[config.mk]
export PLATFORM = sky130hd
export DESIGN_NAME = lss_supervisor
export DESIGN_NICKNAME = d
export VERILOG_FILES = /design/src/hw/lss_pkg.sv /design/src/hw/lss_supervisor.sv
export SDC_FILE = /design/constraint.sdc
export NUM_CORES = 1
export LEC_CHECK = 0
export ABC_AREA = 1
export BUFFER_PORTS_ARGS = -buffer_cell sky130_fd_sc_hd__buf_2
export CORE_AREA = 4 4 73 108
export CTS_CLUSTER_SIZE = 25
export DETAILED_ROUTE_END_ITERATION = 10
export DIE_AREA = 0 0 77 112
export HOLD_SLACK_MARGIN = 0.05
export PLACE_DENSITY_LB_ADDON = 0.2
export SLEW_MARGIN = 20
export SYNTH_ARGS = -nofsm -noshare
export SYNTH_HDL_FRONTEND = slang
export SYNTH_SLANG_ARGS = --single-unit
[constraint.sdc]
create_clock -name clk_in -period 3.8 [get_ports clk_in]
set_clock_uncertainty 0.05 [all_clocks]
set_input_delay 0.19 -clock clk_in [delete_from_list [all_inputs] [get_ports clk_in]]
set_output_delay 0.19 -clock clk_in [all_outputs]
set_load 0.03 [all_outputs]
[src/hw/lss_pkg.sv]
// package for the logic supply supervisor: timing, register layout, states, carriers
// assumes a 200 MHz core clock and analog comparators outside this logic
package lss_pkg;
    localparam int unsigned CLK_PERIOD_PS = 5000;
    localparam int unsigned FILTER_TIME_US = 100;
    localparam int unsigned FILTER_MIN_US = 60;
    localparam int unsigned FILTER_MAX_US = 135;
    localparam int unsigned FILTER_CYCLES_DFLT = (FILTER_TIME_US * 1000000) / CLK_PERIOD_PS;
    localparam int unsigned POR_DELAY_US = 220;
    localparam int unsigned POR_CYCLES_DFLT = (POR_DELAY_US * 1000000) / CLK_PERIOD_PS;
    localparam int unsigned CNT_W = 17;

    // supply_supervisor_status_config layout
    localparam int unsigned BIT_OV_OK = 0;
    localparam int unsigned BIT_UV_OK = 1;
    localparam int unsigned BIT_SUPPLY_OK = 2;
    localparam int unsigned BIT_OV_LATCH = 3;
    localparam int unsigned BIT_TEST_SEL = 6;
    localparam int unsigned BIT_TEST_OFF = 7;
    localparam logic [1:0] TEST_OV = 2'h0;
    localparam logic [1:0] TEST_UV = 2'h1;
    localparam logic [1:0] CFG_TEST_RESET = 2'h2;
    localparam logic CFG_LATCH_RESET = 1'h0;

    localparam int unsigned SYNC_W = 6;
    localparam int unsigned CH_OV = 0;
    localparam int unsigned CH_UV = 1;

    typedef enum logic [1:0] {
        ST_OFF = 2'b00,
        ST_RESET = 2'b01,
        ST_DELAY = 2'b10,
        ST_RUN = 2'b11
    } lss_state_e;

    typedef struct packed {
        logic io_supply_low;
        logic above_func_reset;
        logic above_por;
        logic above_upper;
        logic below_lower;
    } lss_cmp_s;
endpackage : lss_pkg

[src/hw/lss_supervisor.sv]
// logic supply supervisor: power-up sequence, supply window filter, bridge enable pin,
// overvoltage latch, threshold test mode and serial/status-flag mode select.
// assumes raw asynchronous comparator levels and a same-clock register strobe from SPI logic.
// Overview of operation
// above functional reset level, keep stages off and registers cleared until reset ends
// after supply passes power-on threshold, run only once power-on delay elapses
// supply outside window switches stages off and pulls enable pin low
// window detection passes a glitch filter ignoring short excursions
// filter needs condition to persist for about 100 us
// supervisor state is readable in the status/config register
// enable pin held low externally turns the stages off
// supply fault keeps stages off even if the pin is forced high
// during over or undervoltage switch-on is refused, switch-off always honoured
// drop below power-on threshold switches all off at once, unfiltered, pin low
// monitor configuration and fault detail only available in serial mode
// status-flag mode keeps default limits, no test, no overvoltage latch
// after undervoltage, release pin and resume only after filter interval
// host must rewrite output source and drive bits after recovery
// no new failure logging during fault; configuration writes still accepted
// power-on reset returns every register to default
// overvoltage for the filter interval shuts stages off and pulls pin low
// latch bit set keeps pin low after overvoltage until reset or bit write
// latch bit clear releases pin once back in range and filter expired
// host uses test mode only in serial mode with latch cleared first
// writing 00 in top bits lowers upper limit; bits 2 and 0 then read low
// writing 01 in top bits raises lower limit; bits 2 and 1 then read low
// low output-buffer supply selects status-flag mode and disables serial port
// comparators synchronised; filters are counters restarting on condition change
`timescale 1ns/1ps
module lss_supervisor
    import lss_pkg::*;
#(
    parameter int unsigned FILTER_CYCLES = FILTER_CYCLES_DFLT,
    parameter int unsigned POR_CYCLES = POR_CYCLES_DFLT
)
(
    // clock and reset
    input wire logic clk_in,
    input wire logic rst_n_in,
    // analog comparator levels, asynchronous
    input wire lss_cmp_s cmp_in,
    // bridge enable pin, active high: a high level allows the stages, the device only pulls it low
    input wire logic bridge_enable_io_in,
    output logic bridge_enable_io_out,
    output logic bridge_enable_io_oe_out,
    // register port from serial frame logic
    input wire logic reg_wr_in,
    input wire logic [7:0] reg_wdata_in,
    output logic [7:0] reg_rdata_out,
    // controls to the rest of the device and the analog front end
    output logic stage_enable_out,
    output logic diag_log_enable_out,
    output logic regs_reset_out,
    output logic serial_enable_out,
    output logic status_flag_diag_mode_out,
    output logic upper_limit_test_out,
    output logic lower_limit_test_out
);
    logic [SYNC_W-1:0] raw_w;
    logic [SYNC_W-1:0] sync1_q;
    logic [SYNC_W-1:0] sync2_q;
    lss_cmp_s cmp_s;
    logic pin_high_s;
    lss_state_e state_q;
    lss_state_e state_d;
    logic [CNT_W-1:0] dly_cnt_q;
    logic dly_done_w;
    logic [1:0] filt_raw_w;
    logic [1:0] filt_q;
    logic [CNT_W-1:0] filt_cnt_q [2];
    logic [1:0] test_sel_q;
    logic ov_latch_sel_q;
    logic ov_latched_q;
    logic sf_mode_w;
    logic running_w;
    logic fault_w;
    logic latch_eff_w;
    logic cfg_wr_w;
    logic latch_change_w;
    logic [7:0] status_w;

    assign raw_w = {bridge_enable_io_in, cmp_in};

    // two-stage synchroniser for every asynchronous level
    genvar gi;
    generate
        for (gi = 0; gi < SYNC_W; gi++)
        begin : g_sync
            always_ff @(posedge clk_in)
            begin
                if (!rst_n_in)
                begin
                    sync1_q[gi] <= 1'h0;
                    sync2_q[gi] <= 1'h0;
                end
                else
                begin
                    sync1_q[gi] <= raw_w[gi];
                    sync2_q[gi] <= sync1_q[gi];
                end
            end
        end
    endgenerate

    assign cmp_s = lss_cmp_s'(sync2_q[SYNC_W-2:0]);
    assign pin_high_s = sync2_q[SYNC_W-1];
    assign sf_mode_w = cmp_s.io_supply_low;

    assign dly_done_w = (dly_cnt_q == CNT_W'(POR_CYCLES - 1));

    // power-up sequence; a power-on drop is taken at once, not filtered
    always_comb
    begin
        state_d = state_q;
        if (!cmp_s.above_func_reset)
            state_d = ST_OFF;
        else if (!cmp_s.above_por)
            state_d = ST_RESET;
        else
        begin
            case (state_q)
                ST_OFF: state_d = ST_DELAY;
                ST_RESET: state_d = ST_DELAY;
                ST_DELAY:
                begin
                    if (dly_done_w)
                        state_d = ST_RUN;
                end
                ST_RUN: state_d = ST_RUN;
                default: state_d = ST_OFF;
            endcase
        end
    end

    always_ff @(posedge clk_in)
    begin
        if (!rst_n_in)
            state_q <= ST_OFF;
        else
            state_q <= state_d;
    end

    always_ff @(posedge clk_in)
    begin
        if (!rst_n_in || state_q != ST_DELAY)
            dly_cnt_q <= '0;
        else
            dly_cnt_q <= dly_cnt_q + CNT_W'(1);
    end

    assign running_w = (state_q == ST_RUN) && cmp_s.above_por;

    // filtered state flips only after the raw level differs for the
    // whole interval; any return to the filtered value restarts the count
    assign filt_raw_w[CH_OV] = cmp_s.above_upper;
    assign filt_raw_w[CH_UV] = cmp_s.below_lower;
    generate
        for (gi = 0; gi < 2; gi++)
        begin : g_filt
            always_ff @(posedge clk_in)
            begin
                if (!rst_n_in || !cmp_s.above_por)
                begin
                    filt_q[gi] <= 1'h0;
                    filt_cnt_q[gi] <= '0;
                end
                else if (filt_raw_w[gi] == filt_q[gi])
                    filt_cnt_q[gi] <= '0;
                else if (filt_cnt_q[gi] == CNT_W'(FILTER_CYCLES - 1))
                begin
                    filt_q[gi] <= filt_raw_w[gi];
                    filt_cnt_q[gi] <= '0;
                end
                else
                    filt_cnt_q[gi] <= filt_cnt_q[gi] + CNT_W'(1);
            end
        end
    endgenerate

    // configuration writes only in serial mode and while running
    assign cfg_wr_w = reg_wr_in && running_w && !sf_mode_w;
    assign latch_change_w = cfg_wr_w && (reg_wdata_in[BIT_OV_LATCH] != ov_latch_sel_q);

    always_ff @(posedge clk_in)
    begin
        if (!rst_n_in || !running_w)
        begin
            test_sel_q <= CFG_TEST_RESET;
            ov_latch_sel_q <= CFG_LATCH_RESET;
        end
        else if (cfg_wr_w)
        begin
            test_sel_q <= reg_wdata_in[BIT_TEST_OFF:BIT_TEST_SEL];
            ov_latch_sel_q <= reg_wdata_in[BIT_OV_LATCH];
        end
    end

    // latch is ignored in status-flag mode
    assign latch_eff_w = ov_latch_sel_q && !sf_mode_w;

    // the set wins over a clearing bit write while overvoltage is still present
    always_ff @(posedge clk_in)
    begin
        if (!rst_n_in || !running_w)
            ov_latched_q <= 1'h0;
        else if (filt_q[CH_OV] && latch_eff_w)
            ov_latched_q <= 1'h1;
        else if (latch_change_w || !latch_eff_w)
            ov_latched_q <= 1'h0;
    end

    assign fault_w = filt_q[CH_OV] || filt_q[CH_UV] || ov_latched_q;

    assign status_w = {test_sel_q, 2'h0, ov_latch_sel_q, !fault_w, !filt_q[CH_UV],
                       !(filt_q[CH_OV] || ov_latched_q)};

    always_ff @(posedge clk_in)
    begin
        if (!rst_n_in)
        begin
            stage_enable_out <= 1'h0;
            bridge_enable_io_oe_out <= 1'h1;
            diag_log_enable_out <= 1'h0;
            regs_reset_out <= 1'h1;
            serial_enable_out <= 1'h0;
            status_flag_diag_mode_out <= 1'h0;
            upper_limit_test_out <= 1'h0;
            lower_limit_test_out <= 1'h0;
            reg_rdata_out <= 8'h00;
        end
        else
        begin
            // pin level does not override a fault: a forced-high pin still leaves stages off
            stage_enable_out <= running_w && !fault_w && pin_high_s;
            bridge_enable_io_oe_out <= !running_w || fault_w;
            // a latched overvoltage still counts as a fault, so logging stays off with it
            diag_log_enable_out <= running_w && !fault_w;
            regs_reset_out <= !running_w;
            serial_enable_out <= !sf_mode_w;
            status_flag_diag_mode_out <= sf_mode_w;
            upper_limit_test_out <= running_w && !sf_mode_w && test_sel_q == TEST_OV;
            lower_limit_test_out <= running_w && !sf_mode_w && test_sel_q == TEST_UV;
            // fault detail only over the serial port
            reg_rdata_out <= sf_mode_w ? 8'h00 : status_w;
        end
    end

    // the pin is only ever pulled low, never driven high
    assign bridge_enable_io_out = 1'h0;
endmodule : lss_supervisor

==> results.sh, run 1 <==
export IMPL_power_switching_mw=0.402
export IMPL_finalWirelength_um=7270
export IMPL_syn_avg_cell_area_sq_um=7.77
export IMPL_cts_resized=0
export IMPL_slew_viol_final=0
export IMPL_antenna_found_initial=0
export IMPL_initial_utilization=0.589
export IMPL_min_path_cells=3
export IMPL_grt_setup_unrepaired="false"
export IMPL_critPathRequiredTime_ns=3.85
export IMPL_cts_sinks=85
export IMPL_final_cell_mix="nand2_1 (116), nor2_1 (106), inv_1 (72)"
export IMPL_drc=0
export IMPL_finalCritPeriodShare=0.508
export IMPL_crit_chain="ha_1 -> nand2_1 -> nor2_4 -> nand3_2 -> o21ai_4 -> nor2_1"
export IMPL_power_frac_comb=0.047
export IMPL_critPathMaxStageDelay_ns=0.49
export IMPL_rr_worst_depth=6
export IMPL_synthFlopType="dfxtp_1"
export IMPL_cts_tree="yes"
export IMPL_r2r_end="filt_cnt_q[0][14]"
export IMPL_hp_class="in2reg"
export IMPL_crit_family="simple AND/OR/NAND/NOR gates"
export IMPL_endpoint_kind="flip-flop"
export IMPL_dieArea_sq_um=8620
export IMPL_seq_power_share=0.602
export IMPL_avgRoutedWirePerCell_um=10.7
export IMPL_clk_latency_ns=0.36
export IMPL_die_w_um=77
export IMPL_slowest_stage="o21ai_4"
export IMPL_place_area_sq_um=4360
export IMPL_gp_congestion=0.872
export IMPL_row_count=37
export IMPL_fin_nets=614
export IMPL_grt_use_total=0.182
export IMPL_r2r_start="filt_cnt_q[0][0]"
export IMPL_synth_edf_count=34
export IMPL_coreArea_sq_um=6900
export IMPL_crit_type="reg2reg"
export IMPL_layout_commonest_cell="nand2_1"
export IMPL_area_growth_pct=13.5
export IMPL_htree_levels=3
export IMPL_cts_made_buffers=9
export IMPL_drtIter0Drc=115
export IMPL_port_buffers=25
export IMPL_power_density_nw_per_um2=356
export IMPL_via_per_inst=4.91
export IMPL_final_cell_area_sq_um=4610
export IMPL_tns_ns=0
export IMPL_fp_dieH_um=112
export IMPL_overflow=0
export IMPL_ys_ff_latch=85
export IMPL_min_delay_start="reg_wdata_in[6]"
export IMPL_cap_viol_max_count=0
export IMPL_postLayoutCoreUtil=0.668
export IMPL_synthCells=523
export IMPL_ys_seq_area_frac=0.503
export IMPL_cts_setup_buffers=0
export IMPL_vdd_drop_max_v=0.000269
export IMPL_p_clk_frac=0.351
export IMPL_reg2reg_slack_ns=1.87
export IMPL_path_buf_inv=0
export IMPL_cts_root_buffer="clkbuf_8"
export IMPL_io_pins=34
export IMPL_switching_share=0.245
export IMPL_cp_arrival_ns=1.98
export IMPL_antenna_left=0
export IMPL_min_period_ns=1.93
export IMPL_setup_violations=0
export IMPL_drive_gt1_frac=0.115
export IMPL_status="finished clean"
export IMPL_vias=3321
export IMPL_max_freq_mhz=518
export IMPL_cts_path_max_buffers=2
export IMPL_worst_pin_slew_ns=0.572
export IMPL_critPathLaunchType="flip-flop"
export IMPL_async_flop_share=0
export IMPL_dr_pass1_iters=4
export IMPL_max_slew_margin_rel=0.617
export IMPL_diodes=0
export IMPL_grt_pass1_wl_um=12600
export IMPL_finalHoldViolCount=0
export IMPL_worstHoldEndpoint="test_sel_q[0]"
export IMPL_critPathMaxFanout=15
export IMPL_grt_max_degree=18
export IMPL_dp_hpwl_um=5370
export IMPL_yosysWarnings=0
export IMPL_internal_power_mw=1.24
export IMPL_p_leak_nw=1.90
export IMPL_clk_pin_slew_worst_paths_ns=0.08
export IMPL_synth_area_sq_um=4060
export IMPL_yosysUniqueCellTypes=35
export IMPL_grt_pass1_vias=3093
-- cell families (layout without fill, tap and decap cells) --
family                   after synthesis  in the layout  synth area share
flip-flops                            85             85             0.503
XOR/XNOR                              20             20            0.0431
AO/OA/AOI/OAI                         36             36            0.0530
AND/OR/NAND/NOR                      286            286             0.298
adder cells (fa/ha/maj)                3              3           0.00924
other                                  2             37           0.00185
buffers and inverters                 91            132            0.0918
-- per-stage QoR --
| stage | worst slack, ns | power, mW | hold slack [ns] | std cells |
|---|---|---|---|---|
| final | 1.87 | 1.64 | 0.0637 | 677 |
| after global routing | 1.71 | 1.72 | 0.0618 | 677 |
| after global placement | 1.89 | 1.08 | 0.319 | 653 |
| after CTS | 1.83 | 1.66 | 0.0521 | 677 |
| after detailed placement | 1.84 | 1.08 | 0.326 | 653 |
| after floorplan | 2.19 | 1.06 | 0.238 | 558 |
-- cell type report --
| type | instances | area [sq um] |
|---|---|---|
| repair buffers | 33 | 205 |
| clock inverters | 6 | 46.3 |
| inverters | 83 | 312 |
| fillers | 599 | 2290 |
| clock buffers | 10 | 128 |
| well taps | 78 | 97.6 |
| multi-input cells | 382 | 1780 |
| flip-flops and latches | 85 | 2040 |
-- cells in the mapped netlist (3+ instances only) --
cell / n / area (sq um)
a21oi_1: 16 / 80.1
xor2_1: 15 / 131
a21oi_2: 3 / 26.3
nand2_1: 116 / 435
nor3_1: 5 / 25.0
clkinv_1: 4 / 15.0
o21ai_0: 9 / 45.0
nand4_1: 11 / 68.8
buf_4: 4 / 30.0
ha_1: 3 / 37.5
nand3_1: 26 / 130
nand2_2: 3 / 18.8
xnor2_1: 5 / 43.8
nor2_2: 12 / 75.1
nor2_1: 106 / 398
edfxtp_1: 34 / 1020
inv_2: 7 / 26.3
dfxtp_1: 51 / 1020
inv_1: 72 / 270
-- power by group through the flow --
stage / combinational [mW] / clock [mW] / sequential [mW]
after floorplan: 0.0487 / 0 / 1.01
after global placement: 0.0674 / 0 / 1.01
after detailed placement: 0.0688 / 0 / 1.01
after CTS: 0.0756 / 0.597 / 0.988
after global routing: 0.0878 / 0.642 / 0.992
final: 0.0767 / 0.577 / 0.988
-- state kept, by name (all words and copies together), names as in the netlist, 2 cells and up --
name / count
dly_cnt_q: 17
cmp_s: 4
filt_cnt_q: 34
filt_q: 2
test_sel_q: 2
reg_rdata_out: 6
sync1_q: 6
state_q: 2
-- routing by layer --
layer | routed length [um] | vias up | GRT usage | part of all wire
met5 | 0 | - | 0 | 0
met4 | 182 | 0 | 0.0914 | 0.025
met3 | 260 | 14 | 0.0453 | 0.036
met2 | 3890 | 57 | 0.338 | 0.54
met1 | 2940 | 1513 | 0.185 | 0.40
li1 | - | 1737 | - | -
-- worst max-delay path by stage --
stage / to / cells after the start / slack (ns) / startpoint
finish: filt_cnt_q[0][14] / 6 / 1.87 / filt_cnt_q[0][0]
global route: filt_cnt_q[0][14] / 6 / 1.71 / filt_cnt_q[0][0]
CTS: filt_cnt_q[0][14] / 6 / 1.83 / filt_cnt_q[0][0]
detailed placement: filt_cnt_q[0][14] / 6 / 1.84 / filt_cnt_q[0][0]
global placement: filt_cnt_q[0][9] / 6 / 1.89 / filt_cnt_q[0][0]
floorplan: filt_cnt_q[0][6] / 7 / 2.19 / filt_cnt_q[0][0]
-- what timing repair did --
action	in CTS	in global routing
endpoints found under the setup margin	0	0
endpoints found under the hold margin	8	0
hold buffers	8	0
-- worst min-delay path: cells and delay by family --
kind | cells | cell delay [ns]
AOI/OAI and AO/OA | 2 | 0.17
buffers and inverters | 1 | 0.08
Power figures use the tool's default switching activity.
==> run 2, diff against run 1 <==
CORE_AREA = 4 4 76 114   (was 4 4 73 108)
DIE_AREA = 0 0 80 118   (was 0 0 77 112)
clock period = 1.7 ns   (was 3.8 ns; I/O delays follow)
==> run 2 against run 1 <==
Against the previous run: the flow now finishes with violations (negative setup slack); global-route usage grew 0.056 points; clock power grew to 3.4 times the previous value; first-iteration DRC count grew 48%; die area grew 9.5%; sequential power grew 120%; worst setup slack lost 1.9 ns; hold slack gained 0.040 ns; critical endpoint is now filt_cnt_q[0][7].
==> results.sh, run 2 (synthesis results as in run 1) <==
export IMPL_status="complete, but fails checks"
export IMPL_violations="negative setup slack"
export IMPL_io_pins=34
export IMPL_max_freq_mhz=576
export IMPL_timing_final_ws_setup_ns=-0.0348
export IMPL_cts_path_max_buffers=2
export IMPL_drt_met1_wl_um=3050
export IMPL_drive_gt1_frac=0.155
export IMPL_rr_worst_depth=7
export IMPL_antenna_found_initial=0
export IMPL_port_buffers=25
export IMPL_dp_cells=688
export IMPL_grt_pass1_vias=3323
export IMPL_vdd_drop_max_v=0.000580
export IMPL_htree_levels=3
export IMPL_cts_made_buffers=9
export IMPL_critPathRequiredTime_ns=1.74
export IMPL_stdcell_count=721
export IMPL_critPathMaxStageDelay_ns=0.40
export IMPL_overflow=0
export IMPL_dr_pass1_iters=5
export IMPL_reg_top3="filt_cnt_q (34), dly_cnt_q (17)"
export IMPL_wl_met3_um=236
export IMPL_largest_register="filt_cnt_q"
export IMPL_slowest_stage="edfxtp_1"
export IMPL_initial_utilization=0.534
export IMPL_reg2reg_slack_ns=-0.03
export IMPL_finalWirelength_um=8150
export IMPL_final_cell_mix="nand2_1 (114), nor2_1 (101), inv_1 (72)"
export IMPL_cts_sinks=85
export IMPL_die_w_um=80
export IMPL_power_density_nw_per_um2=859
export IMPL_place_ws_ns=0.0520
export IMPL_critPathMaxFanout=7
export IMPL_switching_share=0.223
export IMPL_crit_top_cell="nor2_4"
export IMPL_power_frac_comb=0.048
export IMPL_fillers=684
export IMPL_endpoint_kind="flip-flop"
export IMPL_place_area_sq_um=4490
export IMPL_internal_power_mw=3.39
export IMPL_area_growth_pct=24.9
export IMPL_clk_latency_ns=0.34
export IMPL_cp_arrival_ns=1.77
export IMPL_via_per_inst=4.74
export IMPL_layout_commonest_cell="nand2_1"
export IMPL_finalHoldViolCount=0
export IMPL_drtIter0Drc=170
export IMPL_crit_chain="ha_4 -> nand2_4 -> nor2_4 -> nand3_2 -> o21ai_4 -> clkbuf_16 -> nor2_4"
export IMPL_grt_setup_unrepaired="true"
export IMPL_largest_reg_flops=34
export IMPL_r2r_start="filt_cnt_q[0][1]"
export IMPL_vias=3414
export IMPL_routed_top_layer="met4"
export IMPL_crit_end="filt_cnt_q[0][7]"
export IMPL_coreArea_sq_um=7610
export IMPL_p_clk_frac=0.446
export IMPL_seq_power_share=0.507
export IMPL_avgRoutedWirePerCell_um=11.3
export IMPL_power_switching_mw=0.972
export IMPL_met2_length_um=4570
export IMPL_fp_dieH_um=118
export IMPL_crit_type="reg2reg"
export IMPL_gp_congestion=0.921
export IMPL_grt_use_total=0.182
export IMPL_cp_startpoint="filt_cnt_q[0][1]"
export IMPL_drc=0
export IMPL_clk_pin_slew_worst_paths_ns=0.06
export IMPL_min_period_ns=1.73
export IMPL_fin_nets=634
export IMPL_cts_root_buffer="clkbuf_16"
export IMPL_antenna_left=0
export IMPL_dp_hpwl_um=5780
export IMPL_finalCritPeriodShare=1.02
export IMPL_critPathLaunchType="flip-flop"
export IMPL_setup_violations=15
export IMPL_grt_max_degree=16
export IMPL_r2r_end="filt_cnt_q[0][7]"
export IMPL_row_count=39
export IMPL_hp_class="in2reg"
export IMPL_diodes=0
export IMPL_dieArea_sq_um=9440
export IMPL_final_cell_area_sq_um=5070
export IMPL_cts_tree="yes"
export IMPL_grt_pass1_wl_um=13600
export IMPL_slew_viol_final=0
export IMPL_cap_viol_max_count=0
export IMPL_p_leak_nw=2.09
run 2: worst min-delay path by stage:
stage / start / to / slack, ns / cells after the start
CTS: reg_wr_in / test_sel_q[0] / 0.09 / 3
global placement: cmp_in[4] / sync1_q[4] / 0.22 / 3
detailed placement: cmp_in[4] / sync1_q[4] / 0.22 / 3
global route: reg_wr_in / test_sel_q[0] / 0.11 / 3
floorplan: cmp_in[0] / sync1_q[0] / 0.13 / 2
finish: reg_wr_in / test_sel_q[0] / 0.10 / 3
run 2: through the flow:
stage                     TNS (ns)  utilization  total power [mW]  hold WS (ns)
after floorplan                  0            -              2.37         0.133
after global placement           0        0.590              2.42         0.215
after detailed placement         0        0.590              2.42         0.221
final                       -0.280        0.667              4.36         0.103
after global routing         -1.16        0.667              4.53         0.105
after CTS                        0        0.645              4.40        0.0904
run 2: routing by layer:
metal | vias to the layer above | track usage
met5 | - | 0
met3 | 25 | 0.0360
met2 | 50 | 0.328
li1 | 1777 | -
met4 | 0 | 0.108
met1 | 1562 | 0.187
run 2: critical path, delay by kind of cell (launching register included):
kind	cells	cell delay, ns
AO/OA/AOI/OAI	1	0.24
buffers and inverters	1	0.22
AND/OR/NAND/NOR	4	0.39
flip-flops	1	0.40
adder cells (fa/ha/maj)	1	0.17
run 2: cell type report:
class / count / area, sq um / area share
flip-flops and latches: 85 / 2040 / 0.402
multi-input cells: 382 / 1880 / 0.371
clock buffers: 12 / 268 / 0.0528
repair buffers: 53 / 405 / 0.0799
clock inverters: 4 / 36.3 / 0.00715
inverters: 83 / 312 / 0.0614
well taps: 102 / 128 / 0.0251
run 2: timing repair:
action                     4_1_cts  5_1_grt
buffers inserted                 0        5
hold endpoints to repair        16        0
setup endpoints to repair        0       18
hold buffers                    11        0
gates resized for setup          0       26
run 2: power groups by stage:
stage | clock network (mW) | logic, mW | registers, mW
2_1_floorplan | 0 | 0.109 | 2.26
3_3_place_gp | 0 | 0.168 | 2.25
3_5_place_dp | 0 | 0.170 | 2.25
4_1_cts | 2.00 | 0.191 | 2.21
5_1_grt | 2.08 | 0.235 | 2.22
6_report | 1.94 | 0.208 | 2.21
==> run 3, diff against run 2 <==
CORE_AREA = 4 4 73 108   (was 4 4 76 114)
DIE_AREA = 0 0 77 112   (was 0 0 80 118)
clock period = 2.2 ns   (was 1.7 ns; I/O delays follow)
==> run 3 against run 2 <==
Against the previous run: the run now ends clean; cell count is 5.3% lower; via count fell by 3.2%; non-clock buffer count fell by 13; maximum frequency decreased by 4.7%; clock power decreased by 43%; critical path depth unchanged; combinational power fell by 31%; first-iteration DRC count shrank 44%; worst setup slack improved by 0.42 ns; register-to-register slack better by 0.42 ns; largest cell class unchanged; core utilization increased by 1.5 points.
==> results.sh, run 3 (synthesis results as in run 1) <==
export IMPL_fin_nets=621
export IMPL_power_density_nw_per_um2=628
export IMPL_worstHoldEndpoint="test_sel_q[0]"
export IMPL_row_count=37
export IMPL_finalCritPeriodShare=0.827
export IMPL_io_pins=34
export IMPL_hp_class="in2reg"
export IMPL_slowest_stage="edfxtp_1"
export IMPL_coreArea_sq_um=6900
export IMPL_crit_family="simple AND/OR/NAND/NOR gates"
export IMPL_p_clk_frac=0.374
export IMPL_antenna_found_initial=0
export IMPL_drive_gt1_frac=0.116
export IMPL_reg2reg_slack_ns=0.38
export IMPL_largest_register="filt_cnt_q"
export IMPL_grt_pass1_wl_um=13100
export IMPL_layout_commonest_cell="nand2_1"
export IMPL_switching_share=0.229
export IMPL_cts_root_buffer="clkbuf_8"
export IMPL_seq_power_share=0.578
export IMPL_finalHoldViolCount=0
export IMPL_largest_reg_flops=34
export IMPL_clk_latency_ns=0.36
export IMPL_antenna_left=0
export IMPL_power_mw=2.96
export IMPL_min_path_cells=3
export IMPL_gp_congestion=0.908
export IMPL_cts_tree="yes"
export IMPL_p_leak_nw=1.94
export IMPL_dp_hpwl_um=5410
export IMPL_r2r_end="filt_cnt_q[0][13]"
export IMPL_critPathMaxFanout=15
export IMPL_critPathLaunchType="flip-flop"
export IMPL_diodes=0
export IMPL_crit_chain="ha_1 -> nand2_1 -> nor2_4 -> nand3_2 -> o21ai_4 -> buf_4 -> nor2_1"
export IMPL_grt_pass1_vias=3250
export IMPL_overflow=0
export IMPL_place_area_sq_um=4360
export IMPL_fp_dieH_um=112
export IMPL_vias=3304
export IMPL_r2r_start="filt_cnt_q[0][0]"
export IMPL_dr_pass1_iters=4
export IMPL_via_per_inst=4.84
export IMPL_dieArea_sq_um=8620
export IMPL_clk_pin_slew_worst_paths_ns=0.08
export IMPL_rr_worst_depth=7
export IMPL_slew_viol_final=0
export IMPL_setup_violations=0
export IMPL_drtIter0Drc=96
export IMPL_die_w_um=77
export IMPL_reg_top3="filt_cnt_q (34), dly_cnt_q (17)"
export IMPL_cap_viol_max_count=0
export IMPL_drc=0
export IMPL_vdd_drop_max_v=0.000503
export IMPL_min_delay_start="reg_wr_in"
export IMPL_tns_ns=0
export IMPL_final_cell_mix="nand2_1 (116), nor2_1 (106), inv_1 (72)"
export IMPL_port_buffers=25
export IMPL_endpoint_kind="flip-flop"
export IMPL_critPathRequiredTime_ns=2.26
export IMPL_avgRoutedWirePerCell_um=11.1
export IMPL_cp_arrival_ns=1.88
export IMPL_crit_type="reg2reg"
export IMPL_finalWirelength_um=7560
export IMPL_critPathMaxStageDelay_ns=0.41
export IMPL_max_freq_mhz=550
export IMPL_path_buf_inv=1
export IMPL_grt_setup_unrepaired="false"
export IMPL_htree_levels=3
export IMPL_area_growth_pct=15.8
export IMPL_power_frac_comb=0.048
export IMPL_final_cell_area_sq_um=4700
export IMPL_min_period_ns=1.82
export IMPL_power_switching_mw=0.676
export IMPL_fillers=576
export IMPL_cts_path_max_buffers=2
export IMPL_internal_power_mw=2.28
export IMPL_cts_sinks=85
export IMPL_status="finished clean"
export IMPL_grt_use_total=0.188
export IMPL_cts_made_buffers=9
export IMPL_initial_utilization=0.589
export IMPL_grt_max_degree=18
## run 3: changes by cell type in the layout (fill, tap and decap cells not counted), sizes merged
cell | previous run | this run
clkbuf | 13 | 12
dlygate4sd3 | 11 | 14
buf | 41 | 26
clkinvlp | 1 | 0
## run 3: worst register-to-register path: stages (launching register included)
cell and delay [ns]:
edfxtp_1 0.41, ha_1 0.20, nand2_1 0.11, nor2_4 0.19
nand3_2 0.13, o21ai_4 0.14, buf_4 0.26, nor2_1 0.08
## run 3: power by group through the flow
stage | Clock (mW) | Combinational (mW) | Sequential, mW
6_report | 1.11 | 0.143 | 1.71
5_1_grt | 1.20 | 0.162 | 1.71
4_1_cts | 1.14 | 0.139 | 1.71
3_5_place_dp | 0 | 0.119 | 1.74
3_3_place_gp | 0 | 0.117 | 1.74
2_1_floorplan | 0 | 0.0841 | 1.75
## run 3: timing repair
item,in CTS,in global routing
hold endpoints to repair,12,0
buffers inserted,0,0
hold buffers,14,0
gates resized for setup,0,0
## run 3: per-layer routing
| layer | routed length [um] | vias up | part of all wire | global-route usage |
|---|---|---|---|---|
| met5 | 0 | - | 0 | 0 |
| met4 | 193 | 0 | 0.026 | 0.0891 |
| met3 | 217 | 15 | 0.029 | 0.0502 |
| met2 | 4130 | 43 | 0.55 | 0.352 |
| met1 | 3020 | 1498 | 0.40 | 0.191 |
| li1 | - | 1748 | - | - |
## run 3: area by class of cell
type / instances / area (sq um) / share of cell area
Sequential cell: 85 / 2040 / 0.434
Multi-Input combinational cell: 382 / 1780 / 0.378
Inverter: 83 / 312 / 0.0662
Timing Repair Buffer: 40 / 273 / 0.0580
Clock buffer: 12 / 178 / 0.0378
Tap cell: 78 / 97.6 / 0.0207
Clock inverter: 3 / 23.8 / 0.00505
## run 3: worst max path at each step
stage | from | to | slack (ns) | cells past startpoint
finish | filt_cnt_q[0][0] | filt_cnt_q[0][13] | 0.38 | 7
global route | filt_cnt_q[0][0] | filt_cnt_q[0][11] | 0.22 | 7
CTS | filt_cnt_q[0][0] | filt_cnt_q[0][13] | 0.35 | 7
detailed placement | filt_cnt_q[0][0] | filt_cnt_q[0][13] | 0.39 | 7
global placement | filt_cnt_q[0][0] | filt_cnt_q[0][9] | 0.44 | 7
floorplan | filt_cnt_q[0][0] | filt_cnt_q[0][6] | 0.59 | 7
## run 3: through the flow
step           hold slack, ns   util  std cells  setup WS, ns
2_1_floorplan           0.158      -        558         0.590
3_3_place_gp            0.239  0.633        654         0.445
3_5_place_dp            0.246  0.633        654         0.389
4_1_cts                0.0883  0.682        683         0.347
5_1_grt                0.0973  0.682        683         0.216
6_report               0.0993  0.682        683         0.380
